### src/npucp_pkg.sv
// constants for the long-form parameter command decoder
package npucp_pkg;
    localparam int NSLOT = 26;
    // header word layout
    localparam int KIND_HI = 15;
    localparam int KIND_LO = 14;
    localparam logic [1:0] LONG_KIND = 2'h1;
    localparam int CODE_W = 10;
    localparam int PARAM_LSB = 16;
    localparam int SHIFT_W = 6;
    localparam int HALF_W = 16;
    // extension kinds of the parameter field
    localparam logic [1:0] EXT_U = 2'h0;
    localparam logic [1:0] EXT_S = 2'h1;
    localparam logic [1:0] EXT_N = 2'h2;
    // slot indices
    localparam int S_OUT_H = 0, S_OUT_V = 1, S_OUT_C = 2;
    localparam int S_COEF_A_OFS = 3, S_COEF_A_LEN = 4, S_BIAS_A_OFS = 5, S_BIAS_A_LEN = 6;
    localparam int S_OUT_SCALE = 7, S_OPA_SCALE = 8, S_OPB_SCALE = 9;
    localparam int S_DMA_SRC = 10, S_DMA_DST = 11, S_DMA_LEN = 12, S_DMA_GAP0 = 13;
    localparam int S_DMA_GAP1 = 14, S_TILE0 = 15, S_TILE1 = 16, S_TILE2 = 17, S_TILE3 = 18;
    localparam int S_SEC_H = 19, S_SEC_V = 20, S_SEC_C = 21;
    localparam int S_COEF_B_OFS = 22, S_COEF_B_LEN = 23, S_BIAS_B_OFS = 24, S_BIAS_B_LEN = 25;
    // command codes, in slot order
    localparam logic [9:0] SLOT_CODE [NSLOT] = '{
        10'h014, 10'h015, 10'h016, 10'h020, 10'h021, 10'h022, 10'h023,
        10'h024, 10'h025, 10'h026, 10'h030, 10'h031, 10'h032, 10'h033,
        10'h034, 10'h080, 10'h081, 10'h082, 10'h083, 10'h084, 10'h085,
        10'h086, 10'h090, 10'h091, 10'h092, 10'h093};
    localparam int LEN20_W = 20;
    localparam int FULL_W = 32;
    localparam int SLOT_W [NSLOT] = '{
        32, 32, 32, 32, 32, 32, LEN20_W, 32, 32, 32, 32, 32, 32, 32,
        32, 32, 32, 32, 32, 32, 32, 32, 32, 32, 32, LEN20_W};
    localparam logic [1:0] SLOT_EXT [NSLOT] = '{
        EXT_S, EXT_S, EXT_S, EXT_U, EXT_N, EXT_U, EXT_N, EXT_N, EXT_N, EXT_N,
        EXT_U, EXT_U, EXT_U, EXT_U, EXT_U, EXT_U, EXT_U, EXT_U, EXT_U,
        EXT_S, EXT_S, EXT_S, EXT_U, EXT_N, EXT_U, EXT_N};
    // register map
    localparam logic [7:0] A_SLOT_END = 8'h68;
    localparam logic [7:0] A_CTRL = 8'h80;
    localparam logic [7:0] A_STAT = 8'h84;
    localparam logic [7:0] A_SHIFT = 8'h88;
    localparam logic [7:0] A_LAST = 8'h8C;
    localparam int CTRL_EN = 0;
    localparam int CTRL_MODE_LO = 1;
    localparam int CTRL_PREC32 = 3;
    localparam logic [31:0] CTRL_RESET = 32'h0000_0001;
    localparam int STAT_PAY = 0;
    localparam int STAT_UNK = 1;
    localparam int STAT_EXT = 2;
    localparam int STAT_CNT_LSB = 16;
    localparam int SHIFT_OPA_LSB = 8;
    localparam logic [1:0] MODE_WIDE = 2'h1;
    localparam logic [1:0] MODE_PLAIN = 2'h0;
    typedef enum logic {ST_HDR = 1'b0, ST_PAY = 1'b1} npucp_state_e;
endpackage

### src/npucp_decoder.sv
// long-form parameter command decoder with register readback
// Function
// - bits 15:14 equal to 01 mark long form; code in low ten bits; one payload word follows
// - offsets, strides and lengths are kept as byte counts
// - extension field accepted but addresses held to 32 bits
// - 0x014/0x015 load output map horizontal and vertical byte steps
// - 0x016 loads output map step between sixteen-byte channel blocks
// - 0x020/0x090 load coefficient stream offsets, unsigned extension
// - 0x021/0x091 load 32-bit coefficient stream lengths
// - 0x022/0x092 load bias stream offsets from scale region start
// - 0x023/0x093 load bias stream lengths, 20 bits kept
// - 0x024 loads 32-bit output scale and 6-bit shift
// - 32-bit operations use output shift but skip output scale
// - 0x025 sets operand A; mode 0 ignores shift, 16-bit scale
// - modes 1 and 2 use 6-bit shift; scale 32 or 16 bits
// - 0x026 sets 16-bit operand B scale, used only in mode 0
// - 0x030/0x031 load channel 0 source and destination offsets
// - 0x032 loads channel 0 one-dimensional transfer length
// - 0x033 loads gap after each inner transfer, any alignment
// - 0x034 loads gap after each two-dimensional transfer
// - 0x080..0x083 load second input map tile offsets
// - 0x084..0x086 load second input map signed steps
//
// Design decisions made here: the strobed register port and the address map.
`timescale 1ns/1ps
`default_nettype none
module npucp_decoder (
    input wire logic core_clk_i,
    input wire logic rstn_i,
    input wire logic word_valid_i,
    input wire logic [31:0] word_i,
    output logic word_ready_o,
    input wire logic [7:0] reg_addr_i,
    input wire logic [31:0] reg_wdata_i,
    input wire logic reg_wr_i,
    input wire logic reg_rd_i,
    output logic [31:0] reg_rdata_o,
    output logic [31:0] out_map_horiz_step_o,
    output logic [31:0] out_map_vert_step_o,
    output logic [31:0] out_map_chanblk_step_o,
    output logic [31:0] coef_stream_a_offset_o,
    output logic [31:0] coef_stream_a_len_o,
    output logic [31:0] bias_stream_a_offset_o,
    output logic [31:0] bias_stream_a_len_o,
    output logic [31:0] coef_stream_b_offset_o,
    output logic [31:0] coef_stream_b_len_o,
    output logic [31:0] bias_stream_b_offset_o,
    output logic [31:0] bias_stream_b_len_o,
    output logic [31:0] output_rescale_o,
    output logic [5:0] output_shift_o,
    output logic output_scale_apply_o,
    output logic [5:0] operand_a_shift_o,
    output logic [31:0] operand_a_rescale_o,
    output logic [31:0] operand_b_rescale_o,
    output logic [31:0] dma_ch0_src_offset_o,
    output logic [31:0] dma_ch0_dst_offset_o,
    output logic [31:0] dma_ch0_length_o,
    output logic [31:0] dma_ch0_inner_gap_o,
    output logic [31:0] dma_ch0_plane_gap_o,
    output logic [31:0] second_in_tile0_offset_o,
    output logic [31:0] second_in_tile1_offset_o,
    output logic [31:0] second_in_tile2_offset_o,
    output logic [31:0] second_in_tile3_offset_o,
    output logic [31:0] second_in_horiz_step_o,
    output logic [31:0] second_in_vert_step_o,
    output logic [31:0] second_in_chanblk_step_o
);
    // returns {hit, slot index}
    function automatic logic [5:0] slot_lookup(input logic [9:0] c);
        logic [5:0] r;
        r = 6'h00;
        for (int i = 0; i < npucp_pkg::NSLOT; i++) begin
            if (npucp_pkg::SLOT_CODE[i] == c) begin
                r = {1'b1, 5'(i)};
            end
        end
        return r;
    endfunction

    npucp_pkg::npucp_state_e state;
    logic [9:0] code_q;
    logic [15:0] param_q;
    logic [31:0] ctrl;
    logic [npucp_pkg::NSLOT-1:0][31:0] slot_q;
    logic [npucp_pkg::NSLOT-1:0] load_vec;
    logic [5:0] out_shift_q;
    logic [5:0] opa_shift_q;
    logic unknown_seen;
    logic ext_dropped;
    logic [15:0] long_cnt;
    logic [5:0] hit_idx;
    logic accept;
    logic is_long;
    logic pay_acc;
    logic ext_bad;
    logic [1:0] mode;
    logic stat_wr;

    assign word_ready_o = ctrl[npucp_pkg::CTRL_EN];
    assign accept = word_valid_i && word_ready_o;
    assign is_long = word_i[npucp_pkg::KIND_HI:npucp_pkg::KIND_LO] == npucp_pkg::LONG_KIND;
    assign pay_acc = accept && (state == npucp_pkg::ST_PAY);
    assign hit_idx = slot_lookup(code_q);
    assign mode = ctrl[npucp_pkg::CTRL_MODE_LO +: 2];
    assign stat_wr = reg_wr_i && (reg_addr_i == npucp_pkg::A_STAT);

    // long header then exactly one payload word; a short word takes no payload
    always_ff @(posedge core_clk_i) begin
        if (!rstn_i) begin
            state <= npucp_pkg::ST_HDR;
        end else if (accept) begin
            case (state)
                npucp_pkg::ST_HDR: begin
                    if (is_long) begin
                        state <= npucp_pkg::ST_PAY;
                    end
                end
                npucp_pkg::ST_PAY: begin
                    state <= npucp_pkg::ST_HDR;
                end
                default: begin
                    state <= npucp_pkg::ST_HDR;
                end
            endcase
        end
    end

    always_ff @(posedge core_clk_i) begin
        if (!rstn_i) begin
            code_q <= 10'h000;
            param_q <= 16'h0000;
        end else if (accept && state == npucp_pkg::ST_HDR && is_long) begin
            code_q <= word_i[npucp_pkg::CODE_W-1:0];
            param_q <= word_i[npucp_pkg::PARAM_LSB +: 16];
        end
    end

    // unknown code: no slot selected, nothing loads
    for (genvar g = 0; g < npucp_pkg::NSLOT; g++) begin : g_slot
        assign load_vec[g] = pay_acc && hit_idx[5] && (hit_idx[4:0] == 5'(g));
        npucp_slot #(
            .W(npucp_pkg::SLOT_W[g])
        ) u_slot (
            .core_clk_i(core_clk_i),
            .rstn_i(rstn_i),
            .load_i(load_vec[g]),
            .data_i(word_i),
            .value_o(slot_q[g])
        );
    end

    // payload kept as printed byte count, no scaling
    assign out_map_horiz_step_o = slot_q[npucp_pkg::S_OUT_H];
    assign out_map_vert_step_o = slot_q[npucp_pkg::S_OUT_V];
    assign out_map_chanblk_step_o = slot_q[npucp_pkg::S_OUT_C];
    assign coef_stream_a_offset_o = slot_q[npucp_pkg::S_COEF_A_OFS];
    assign coef_stream_b_offset_o = slot_q[npucp_pkg::S_COEF_B_OFS];
    assign coef_stream_a_len_o = slot_q[npucp_pkg::S_COEF_A_LEN];
    assign coef_stream_b_len_o = slot_q[npucp_pkg::S_COEF_B_LEN];
    assign bias_stream_a_offset_o = slot_q[npucp_pkg::S_BIAS_A_OFS];
    assign bias_stream_b_offset_o = slot_q[npucp_pkg::S_BIAS_B_OFS];
    assign bias_stream_a_len_o = slot_q[npucp_pkg::S_BIAS_A_LEN];
    assign bias_stream_b_len_o = slot_q[npucp_pkg::S_BIAS_B_LEN];
    assign output_rescale_o = slot_q[npucp_pkg::S_OUT_SCALE];
    assign dma_ch0_src_offset_o = slot_q[npucp_pkg::S_DMA_SRC];
    assign dma_ch0_dst_offset_o = slot_q[npucp_pkg::S_DMA_DST];
    assign dma_ch0_length_o = slot_q[npucp_pkg::S_DMA_LEN];
    assign dma_ch0_inner_gap_o = slot_q[npucp_pkg::S_DMA_GAP0];
    assign dma_ch0_plane_gap_o = slot_q[npucp_pkg::S_DMA_GAP1];
    assign second_in_tile0_offset_o = slot_q[npucp_pkg::S_TILE0];
    assign second_in_tile1_offset_o = slot_q[npucp_pkg::S_TILE1];
    assign second_in_tile2_offset_o = slot_q[npucp_pkg::S_TILE2];
    assign second_in_tile3_offset_o = slot_q[npucp_pkg::S_TILE3];
    assign second_in_horiz_step_o = slot_q[npucp_pkg::S_SEC_H];
    assign second_in_vert_step_o = slot_q[npucp_pkg::S_SEC_V];
    assign second_in_chanblk_step_o = slot_q[npucp_pkg::S_SEC_C];

    // shifts come from the parameter field
    always_ff @(posedge core_clk_i) begin
        if (!rstn_i) begin
            out_shift_q <= 6'h00;
            opa_shift_q <= 6'h00;
        end else if (load_vec[npucp_pkg::S_OUT_SCALE]) begin
            out_shift_q <= param_q[npucp_pkg::SHIFT_W-1:0];
        end else if (load_vec[npucp_pkg::S_OPA_SCALE]) begin
            opa_shift_q <= param_q[npucp_pkg::SHIFT_W-1:0];
        end
    end

    // upper address bits cannot be held: flag an extension that is not zero (unsigned slots) or the payload sign (signed slots)
    always_comb begin
        ext_bad = 1'b0;
        if (hit_idx[5]) begin
            case (npucp_pkg::SLOT_EXT[hit_idx[4:0]])
                npucp_pkg::EXT_U: ext_bad = (param_q != 16'h0000);
                npucp_pkg::EXT_S: ext_bad = (param_q != {16{word_i[31]}});
                default: ext_bad = 1'b0;
            endcase
        end
    end

    // sticky flags, set beats a write-one clear
    always_ff @(posedge core_clk_i) begin
        if (!rstn_i) begin
            unknown_seen <= 1'b0;
            ext_dropped <= 1'b0;
        end else begin
            if (pay_acc && !hit_idx[5]) begin
                unknown_seen <= 1'b1;
            end else if (stat_wr && reg_wdata_i[npucp_pkg::STAT_UNK]) begin
                unknown_seen <= 1'b0;
            end
            if (pay_acc && ext_bad) begin
                ext_dropped <= 1'b1;
            end else if (stat_wr && reg_wdata_i[npucp_pkg::STAT_EXT]) begin
                ext_dropped <= 1'b0;
            end
        end
    end

    always_ff @(posedge core_clk_i) begin
        if (!rstn_i) begin
            long_cnt <= 16'h0000;
        end else if (pay_acc) begin
            long_cnt <= long_cnt + 16'h0001;
        end
    end

    always_ff @(posedge core_clk_i) begin
        if (!rstn_i) begin
            ctrl <= npucp_pkg::CTRL_RESET;
        end else if (reg_wr_i && reg_addr_i == npucp_pkg::A_CTRL) begin
            ctrl <= {28'h0000000, reg_wdata_i[3:0]};
        end
    end

    // scaling views that the datapath engines use
    always_ff @(posedge core_clk_i) begin
        if (!rstn_i) begin
            output_shift_o <= 6'h00;
            output_scale_apply_o <= 1'b1;
            operand_a_shift_o <= 6'h00;
            operand_a_rescale_o <= 32'h0000_0000;
            operand_b_rescale_o <= 32'h0000_0000;
        end else begin
            output_shift_o <= out_shift_q;
            output_scale_apply_o <= !ctrl[npucp_pkg::CTRL_PREC32];
            operand_a_shift_o <= (mode == npucp_pkg::MODE_PLAIN) ? 6'h00 : opa_shift_q;
            if (mode == npucp_pkg::MODE_WIDE) begin
                operand_a_rescale_o <= slot_q[npucp_pkg::S_OPA_SCALE];
            end else begin
                operand_a_rescale_o <= {16'h0000, slot_q[npucp_pkg::S_OPA_SCALE][15:0]};
            end
            if (mode == npucp_pkg::MODE_PLAIN) begin
                operand_b_rescale_o <= {16'h0000, slot_q[npucp_pkg::S_OPB_SCALE][15:0]};
            end else begin
                operand_b_rescale_o <= 32'h0000_0000;
            end
        end
    end

    // register readback, data in the cycle after the strobe
    always_ff @(posedge core_clk_i) begin
        if (!rstn_i) begin
            reg_rdata_o <= 32'h0000_0000;
        end else if (reg_rd_i) begin
            if (reg_addr_i < npucp_pkg::A_SLOT_END && reg_addr_i[1:0] == 2'h0) begin
                reg_rdata_o <= slot_q[reg_addr_i[6:2]];
            end else begin
                case (reg_addr_i)
                    npucp_pkg::A_CTRL: reg_rdata_o <= ctrl;
                    npucp_pkg::A_STAT: reg_rdata_o <= {long_cnt, 13'h0000, ext_dropped,
                        unknown_seen, state == npucp_pkg::ST_PAY};
                    npucp_pkg::A_SHIFT: reg_rdata_o <= {18'h00000, opa_shift_q, 2'h0,
                        out_shift_q};
                    npucp_pkg::A_LAST: reg_rdata_o <= {param_q, 6'h00, code_q};
                    default: reg_rdata_o <= 32'h0000_0000;
                endcase
            end
        end else begin
            reg_rdata_o <= 32'h0000_0000;
        end
    end
endmodule // npucp_decoder
`default_nettype wire

### src/npucp_slot.sv
// one persistent parameter slot, stored at its significant width
`timescale 1ns/1ps
`default_nettype none
module npucp_slot #(
    parameter int W = 32
) (
    input wire logic core_clk_i,
    input wire logic rstn_i,
    input wire logic load_i,
    input wire logic [31:0] data_i,
    output logic [31:0] value_o
);
    logic [W-1:0] val;

    always_ff @(posedge core_clk_i) begin
        if (!rstn_i) begin
            val <= '0;
        end else if (load_i) begin
            val <= data_i[W-1:0];
        end
    end

    if (W < 32) begin : g_pad
        assign value_o = {{(32-W){1'b0}}, val};
    end else begin : g_full
        assign value_o = val;
    end
endmodule // npucp_slot
`default_nettype wire

### config.mk
export PLATFORM = sky130hd
export DESIGN_NAME = npucp_decoder
export DESIGN_NICKNAME = d
export VERILOG_FILES = /design/src/npucp_pkg.sv /design/src/npucp_decoder.sv /design/src/npucp_slot.sv
export SDC_FILE = /design/constraint.sdc
export NUM_CORES = 2
export LEC_CHECK = 0
export BUFFER_PORTS_ARGS = -buffer_cell sky130_fd_sc_hd__buf_2
export CAP_MARGIN = 20
export CORE_AREA = 2 2 368 370
export CTS_CLUSTER_SIZE = 16
export DETAILED_ROUTE_END_ITERATION = 10
export DIE_AREA = 0 0 370 372
export MAX_ROUTING_LAYER = met4
export PLACE_DENSITY = 0.58
export SLEW_MARGIN = 20
export SYNTH_ARGS = -nofsm -noshare
export SYNTH_HDL_FRONTEND = slang
export SYNTH_SLANG_ARGS = --single-unit
### constraint.sdc
create_clock -name core_clk_i -period 3.35 [get_ports core_clk_i]
set_clock_uncertainty 0.15 [all_clocks]
set_input_delay 0.1675 -clock core_clk_i [delete_from_list [all_inputs] [get_ports core_clk_i]]
set_output_delay 0.1675 -clock core_clk_i [all_outputs]
set_load 0.005 [all_outputs]
Word-level counts from Yosys, hierarchy flattened
Memory sizes are Yosys's and may differ from the RTL's.
Index checks and enable logic that the tools add are counted.
- flip-flop bits (word level): 978
- bits in read-only memories: 64
- bits of input ports: 77
- output and inout bits: 878
- memories: 1
- memory list (memory ; words ; bits a word ; read ports ; clocked after memory_dff ; wr ports ; line ; text):
    (name not given) ; 32 ; 2 ; 1 ; 0 ; 0 ; npucp_decoder.sv:194 ; case (npucp_pkg::SLOT_EXT[hit_idx[4:0]])
- $add $sub $neg: 1
- magnitude comparators: 3
- equal/unequal tests: 59
- muxes and demuxes: 40
- bitwise operators: 4
- reductions and logical operators: 52
- operators by type and width (cell ; count):
    $bmux W32 S5 ; 1
    $mux W6 ; 26
    $pmux W32 S4 ; 1
    $eq A6 B10 Y1 const A ; 12
    $eq A8 B10 Y1 const A ; 11
    $mux W32 ; 2
    $eq A5 B5 Y1 const B ; 10
    $eq A5 B4 Y1 const B ; 8
    $logic_and A1 B1 Y1 ; 38
    $eq A8 B8 Y1 const B ; 4
    $eq A5 B10 Y1 const A ; 3
    $eq A5 B3 Y1 const B ; 4
    $add A16 B1 Y16 const B ; 1
    $ne A16 B16 Y1 ; 1
    $reduce_bool A16 Y1 ; 1
    $eq A5 B2 Y1 const B ; 2
    $lt A8 B7 Y1 const B ; 1
    $reduce_and A2 Y1 ; 4
    $eq A2 B1 Y1 const B ; 3
    $ge A6 B6 Y1 const B ; 1
    $logic_not A2 Y1 ; 3
    $lt A5 B6 Y1 const B ; 1
    $mux W1 ; 6
    $not A5 Y6 ; 1
    other kinds (8) ; 14

Depth between registers and ports, before layout
- depth in word-level cells: 36
- depth in mapped cells: 12

Cells and area by module
From an unflattened synthesis, not the netlist that was laid out.
- cells, all modules: 3778
- area total of the unflattened synthesis: 44521.4 um^2
- by module, submodules not included (module ; times used ; cells an instance ; area an instance (um^2) ; seq. area each (um^2)):
    npucp_slot at g_slot[0].u_slot ... ; 24 ; 103 ; 1243.7 ; 640.6
    npucp_decoder ; 1 ; 1152 ; 12973.7 ; 3083.0
    npucp_slot at g_slot[25].u_slot ... ; 2 ; 77 ; 849.6 ; 400.4

Worst setup path before layout
OpenSTA, ideal clock, no wires.
- kind: register -> register
- from: reg code_q[9]
- to: reg g_slot[3].u_slot.val[10]
- library setup time: 0.116 ns
- data arrival time: 2.287 ns
- setup slack: 0.797 ns
- stages on the path, launching flop included: 12
- cells stage by stage: dfxtp_1 > or3_1 > buf_2 > or4_1 > a21oi_2 > a31o_2 > buf_6 > nor3_2 > nand2_4 > buf_6 > mux2i_1 > nor2b_1
- word-level cells in the longest chain between the ends: 29
- elaborated cells between the ends (all ways): 55
- those cells by class: 27 x eq/ne; 26 x mux; 2 x reduce/logical
- ends and longest elaborated chain (item ; line ; text):
    start, declared ; npucp_decoder.sv:81 ; logic [9:0] code_q;
    start signal, assigned ; npucp_decoder.sv:133 ; code_q <= word_i[npucp_pkg::CODE_W-1:0];
    $eq A5 B10 Y1 ; npucp_decoder.sv:73 ; if (npucp_pkg::SLOT_CODE[i] == c) begin
    $mux W6 (25 in a row) ; npucp_decoder.sv:73 ;
    $mux W6 (*) ; npucp_decoder.sv:73 ;
    branches (longest 1 deep; another with $eq A5 B2 Y1) ; - ;
    $logic_and A1 B1 Y1 (*) ; npucp_decoder.sv:140 ; assign load_vec[g] = pay_acc && hit_idx[5] && (hit_idx[4:0] == 5'(g));
    end signal, assigned ; npucp_slot.sv:19 ; val <= data_i[W-1:0];
    end, declared ; npucp_slot.sv:13 ; logic [W-1:0] val;
Every way passes the cells marked *.
A chain may end at the register's enable or synchronous reset.

Worst setup path in the final report
- from: reg code_q[5]
- to: reg g_slot[8].u_slot.val[8]
- word-level cells in the longest chain between the ends: 29
- elaborated cells between the ends (all ways): 55
- those cells by class: 27 x eq/ne; 26 x mux; 2 x reduce/logical
- ends and longest elaborated chain (item ; line):
    $eq A5 B10 Y1 ; npucp_decoder.sv:73
    $mux W6 (25 in a row) ; npucp_decoder.sv:73
    $mux W6 (*) ; npucp_decoder.sv:73
    branches (longest 1 deep; another with $eq A5 B4 Y1) ; -
    $logic_and A1 B1 Y1 (*) ; npucp_decoder.sv:140
    end signal, assigned ; npucp_slot.sv:19
    end, declared ; npucp_slot.sv:13
Marked as above.

==> reports/qor.tcl <==
set qor(synth_top_area_cell) {dfxtp_1}
set qor(synth_most_common_cell) {nand2_1}
set qor(ctsHtreeMaxLevel) 3
set qor(dieHeight_um) 372
set qor(synth_top_area_frac) 0.448
set qor(fillers) 13300
set qor(finalMaxSlewViolations) 0
set qor(clkSlewWorstSetupHoldPaths_ns) 0.06
set qor(dr.pass1.iters) 5
set qor(detail_route.wirelength_um) 205000
set qor(cp_cell_sequence) {buf_4 -> or3b_1 -> a211o_1 -> a21oi_2 -> and2_1 -> nand3_2 -> buf_12 -> nand2_1 -> a21boi_0}
set qor(nets) 5401
set qor(utilization_after_layout) 0.402
set qor(number_of_global_route_vias_before_repair) 35400
set qor(crit_required_ns) 3.83
set qor(clk_root_buffer_cell) {clkbuf_16}
set qor(place_hpwl_um) 147000
set qor(hp-class) {in2reg}
set qor(drt.antenna.violating_nets) 0
set qor(effective_utilization_at_floorplan) 0.320
set qor(hold_path_depth) 4
set qor(gp_congestion) 0.946
set qor(worst-r2r-cell-count) 9
set qor(floorplan.rows) 135
set qor(synth.cells.most_frequent) {nand2_1 (1385), dfxtp_1 (962), a21boi_1 (481)}
set qor(max-cap-violations) 0
set qor(timing.final.crit_share) 0.934
set qor(synth_cell_type_count) 71
set qor(ys_top_cells_by_area) {dfxtp_1 (45%), nand2_1 (12%), mux4_2 (11%), a21boi_1 (8.4%), mux2i_1 (5.6%)}
set qor(timing_worst_setup_path_type) {reg2reg}
set qor(period_minus_slack_ns) 3.13
set qor(worstHoldEndpoint) {reg_rdata_o[15]$_SDFF_PN0_}
set qor(critical-path-max-stage-delay_ns) 0.51
set qor(power-per-cell-area_nw_per_um2) 468
set qor(synth_cells) 4547
set qor(globalRoute.totalOverflow) 0
set qor(total_cts_buffers) 110
set qor(p_leak_nw) 21.2
set qor(vias_after_detailed_routing) 38400
set qor(rsz0062_at_grt) {no}
set qor(layout-area-overhead-vs-synth_pct) 25.6
set qor(ys_ff_latch) 962
set qor(synthFlopType) {dfxtp_1}
set qor(critical_path.slowest_cell) {dfxtp_1}
set qor(gr-usage-all-layers) 0.295
set qor(count_of_flip_flops_with_a_built_in_enable_after_synthesis) 0
set qor(design.core.area_um2) 134000
set qor(post_drt_via_cell_ratio) 5.33
set qor(start_kind) {flip-flop}
set qor(synthesis.area_um2) 43000
set qor(timing_hold_violations_final) 0
set qor(worst_skew_pair.late_latency_ns) 0.76
set qor(port_buffers) 886
set qor(dieWidth_um) 370
set qor(cts_tree) {built}
set qor(finalSetupViolCount) 0
set qor(first_iter_violations) 4432
set qor(boundaryPins) 955
set qor(syn-mean-instance-area_um2) 9.46
set qor(async_reset_ff_frac) 0
set qor(final_layout_size_suffix_gt1_frac) 0.279
set qor(critical_path_arrival_ns) 3.61
set qor(run_status) {finished, final reports clean}
set qor(grt_start_max_net_pins) 190
set qor(startpoint_of_the_most_critical_register_to_register_path) {code_q[5]$_SDFFE_PN0P_}
set qor(wl_per_cell_um) 28.5
set qor(post-layout-total-power_mw) 25.3
set qor(setup_tns_ns) 0
set qor(grt_pass1_wl_um) 281000
set qor(seq_area_frac_synth) 0.448
set qor(post-route-drc-count) 0
set qor(maxClockFrequency_mhz) 319
set qor(clkSinkCount) 962
set qor(worstReg2RegEnd) {g_slot[8].u_slot.value_o[8]$_SDFFE_PN0P_}
set qor(regToRegSetupSlack_ns) 0.22
set qor(crit_path_max_fanout) 32
set qor(critical_path.endpoint_type) {flip-flop}
set qor(yosysWarnings) 0
set qor(peakVddDrop_v) 0.000386
set qor(die-area_um2) 138000
set qor(worst_hold_startpoint) {reg_addr_i[6]}
set qor(antenna_found_initial) 24
set qor(clockBufferDepth) 3
set qor(max-slew-margin-rel) 0.218
set qor(worstMarginPinSlew_ns) 1.17
[cells in the final DEF (no fill, tap or decap), drive strengths merged, types with 3 or more instances in the layout]
| cell | Yosys | routed |
|---|---|---|
| a21boi | 669 | 669 |
| a21oi | 6 | 6 |
| a22o | 12 | 12 |
| a22oi | 36 | 36 |
| a31oi | 3 | 3 |
| and2 | 79 | 79 |
| and3 | 9 | 9 |
| and3b | 3 | 3 |
| buf | 250 | 1051 |
| bufinv | 0 | 8 |
| clkbuf | 228 | 170 |
| clkinv | 0 | 17 |
| conb | 1 | 40 |
| dfxtp | 962 | 962 |
| diode | 0 | 10 |
| dlygate4sd3 | 0 | 52 |
| inv | 4 | 11 |
| mux2 | 13 | 13 |
| mux2i | 240 | 240 |
| mux4 | 215 | 215 |
| nand2 | 1389 | 1389 |
| nand2b | 4 | 4 |
| nand3 | 20 | 20 |
| nand4 | 13 | 13 |
| nor2 | 40 | 40 |
| nor2b | 189 | 189 |
| nor3 | 9 | 9 |
| nor3b | 6 | 6 |
| nor4 | 8 | 8 |
| o211ai | 32 | 32 |
| o21ai | 39 | 39 |
| o22ai | 12 | 12 |
| or3 | 4 | 4 |
| xnor2 | 13 | 13 |
| xor2 | 4 | 4 |
[power breakdown]
group | internal (mW) | switching, mW
Combinational | 0.449 | 0.817
Sequential | 11.5 | 0.0231
Clock | 7.33 | 5.22
[routing by layer]
metal	wire length [um]	up-vias	GRT usage	share of wire
met5	0	-	-	0
met4	7930	0	0.106	0.039
met3	17900	324	0.0692	0.087
met2	92000	1858	0.445	0.45
met1	87300	19300	0.386	0.43
li1	-	16900	-	-
[critical path, delay by kind of cell (launching register included)]
kind / cells / cell delay [ns]
flops: 1 / 0.51
simple gates: 4 / 1.12
buf+inv: 2 / 0.49
compound gates: 3 / 0.71
[per-stage QoR]
step | cells | hold slack (ns) | area [um^2] | setup WS [ns]
after CTS | 7193 | 0.108 | 54000 | 0.141
after detailed placement | 6939 | 0.238 | 49800 | 0.160
final | 7204 | 0.162 | 54000 | 0.219
after floorplan | 4586 | 0.143 | 43200 | 0.797
after global placement | 6939 | 0.245 | 49800 | 0.202
after global routing | 7199 | 0.139 | 54000 | 0.0435
[final cells by class]
type,count,area (um^2),share of cell area
inverter,4,15.0,0.000278
antenna,10,25.0,0.000463
multi-input combinational,3142,21800,0.403
clock buffer,170,3270,0.0605
clock inverter,32,440,0.00815
timing repair buffer,1103,7000,0.130
tap,1781,2230,0.0413
sequential,962,19300,0.357
[timing repair]
action	4_1_cts	5_1_grt
setup endpoints to repair	0	135
hold endpoints to repair	875	0
setup buffers	0	0
hold buffers	52	0
resized for setup	0	1
[sequential cells by signal, summed over array words and instances (netlist names)]
register	flops
reg_rdata_o	32
ctrl	4
ext_dropped	1
g_slot.u_slot.val	40
operand_a_rescale_o	32
operand_a_shift_o	6
unknown_seen	1
out_shift_q	6
opa_shift_q	6
operand_b_rescale_o	16
output_shift_o	6
state	1
long_cnt	16
param_q	16
output_scale_apply_o	1
code_q	10
g_slot.u_slot.value_o	768
[how the worst max path moves through the flow]
stage | from | to | cells past startpoint
2_1_floorplan | code_q[9]$_SDFFE_PN0P_ | g_slot[3].u_slot.value_o[10]$_SDFFE_PN0P_ | 11
3_5_place_dp | code_q[7]$_SDFFE_PN0P_ | g_slot[12].u_slot.value_o[4]$_SDFFE_PN0P_ | 9
5_1_grt | code_q[5]$_SDFFE_PN0P_ | g_slot[3].u_slot.value_o[25]$_SDFFE_PN0P_ | 11
4_1_cts | code_q[7]$_SDFFE_PN0P_ | g_slot[12].u_slot.value_o[4]$_SDFFE_PN0P_ | 9
3_3_place_gp | code_q[7]$_SDFFE_PN0P_ | g_slot[12].u_slot.value_o[4]$_SDFFE_PN0P_ | 9
6_report | code_q[5]$_SDFFE_PN0P_ | g_slot[8].u_slot.value_o[8]$_SDFFE_PN0P_ | 9
[cells by family after synthesis]
| kind of cell | synth area share |
|---|---|
| and+or+nand+nor | 0.180 |
| adders and majority gates | 0.000291 |
| muxes | 0.172 |
| DFF | 0.448 |
| buffers and inverters | 0.0533 |
| AOI/OAI and AO/OA | 0.143 |
| other | 0.0000872 |
| xor gates and xnor gates | 0.00346 |
No activity file was read; power rests on OpenSTA's default activity.
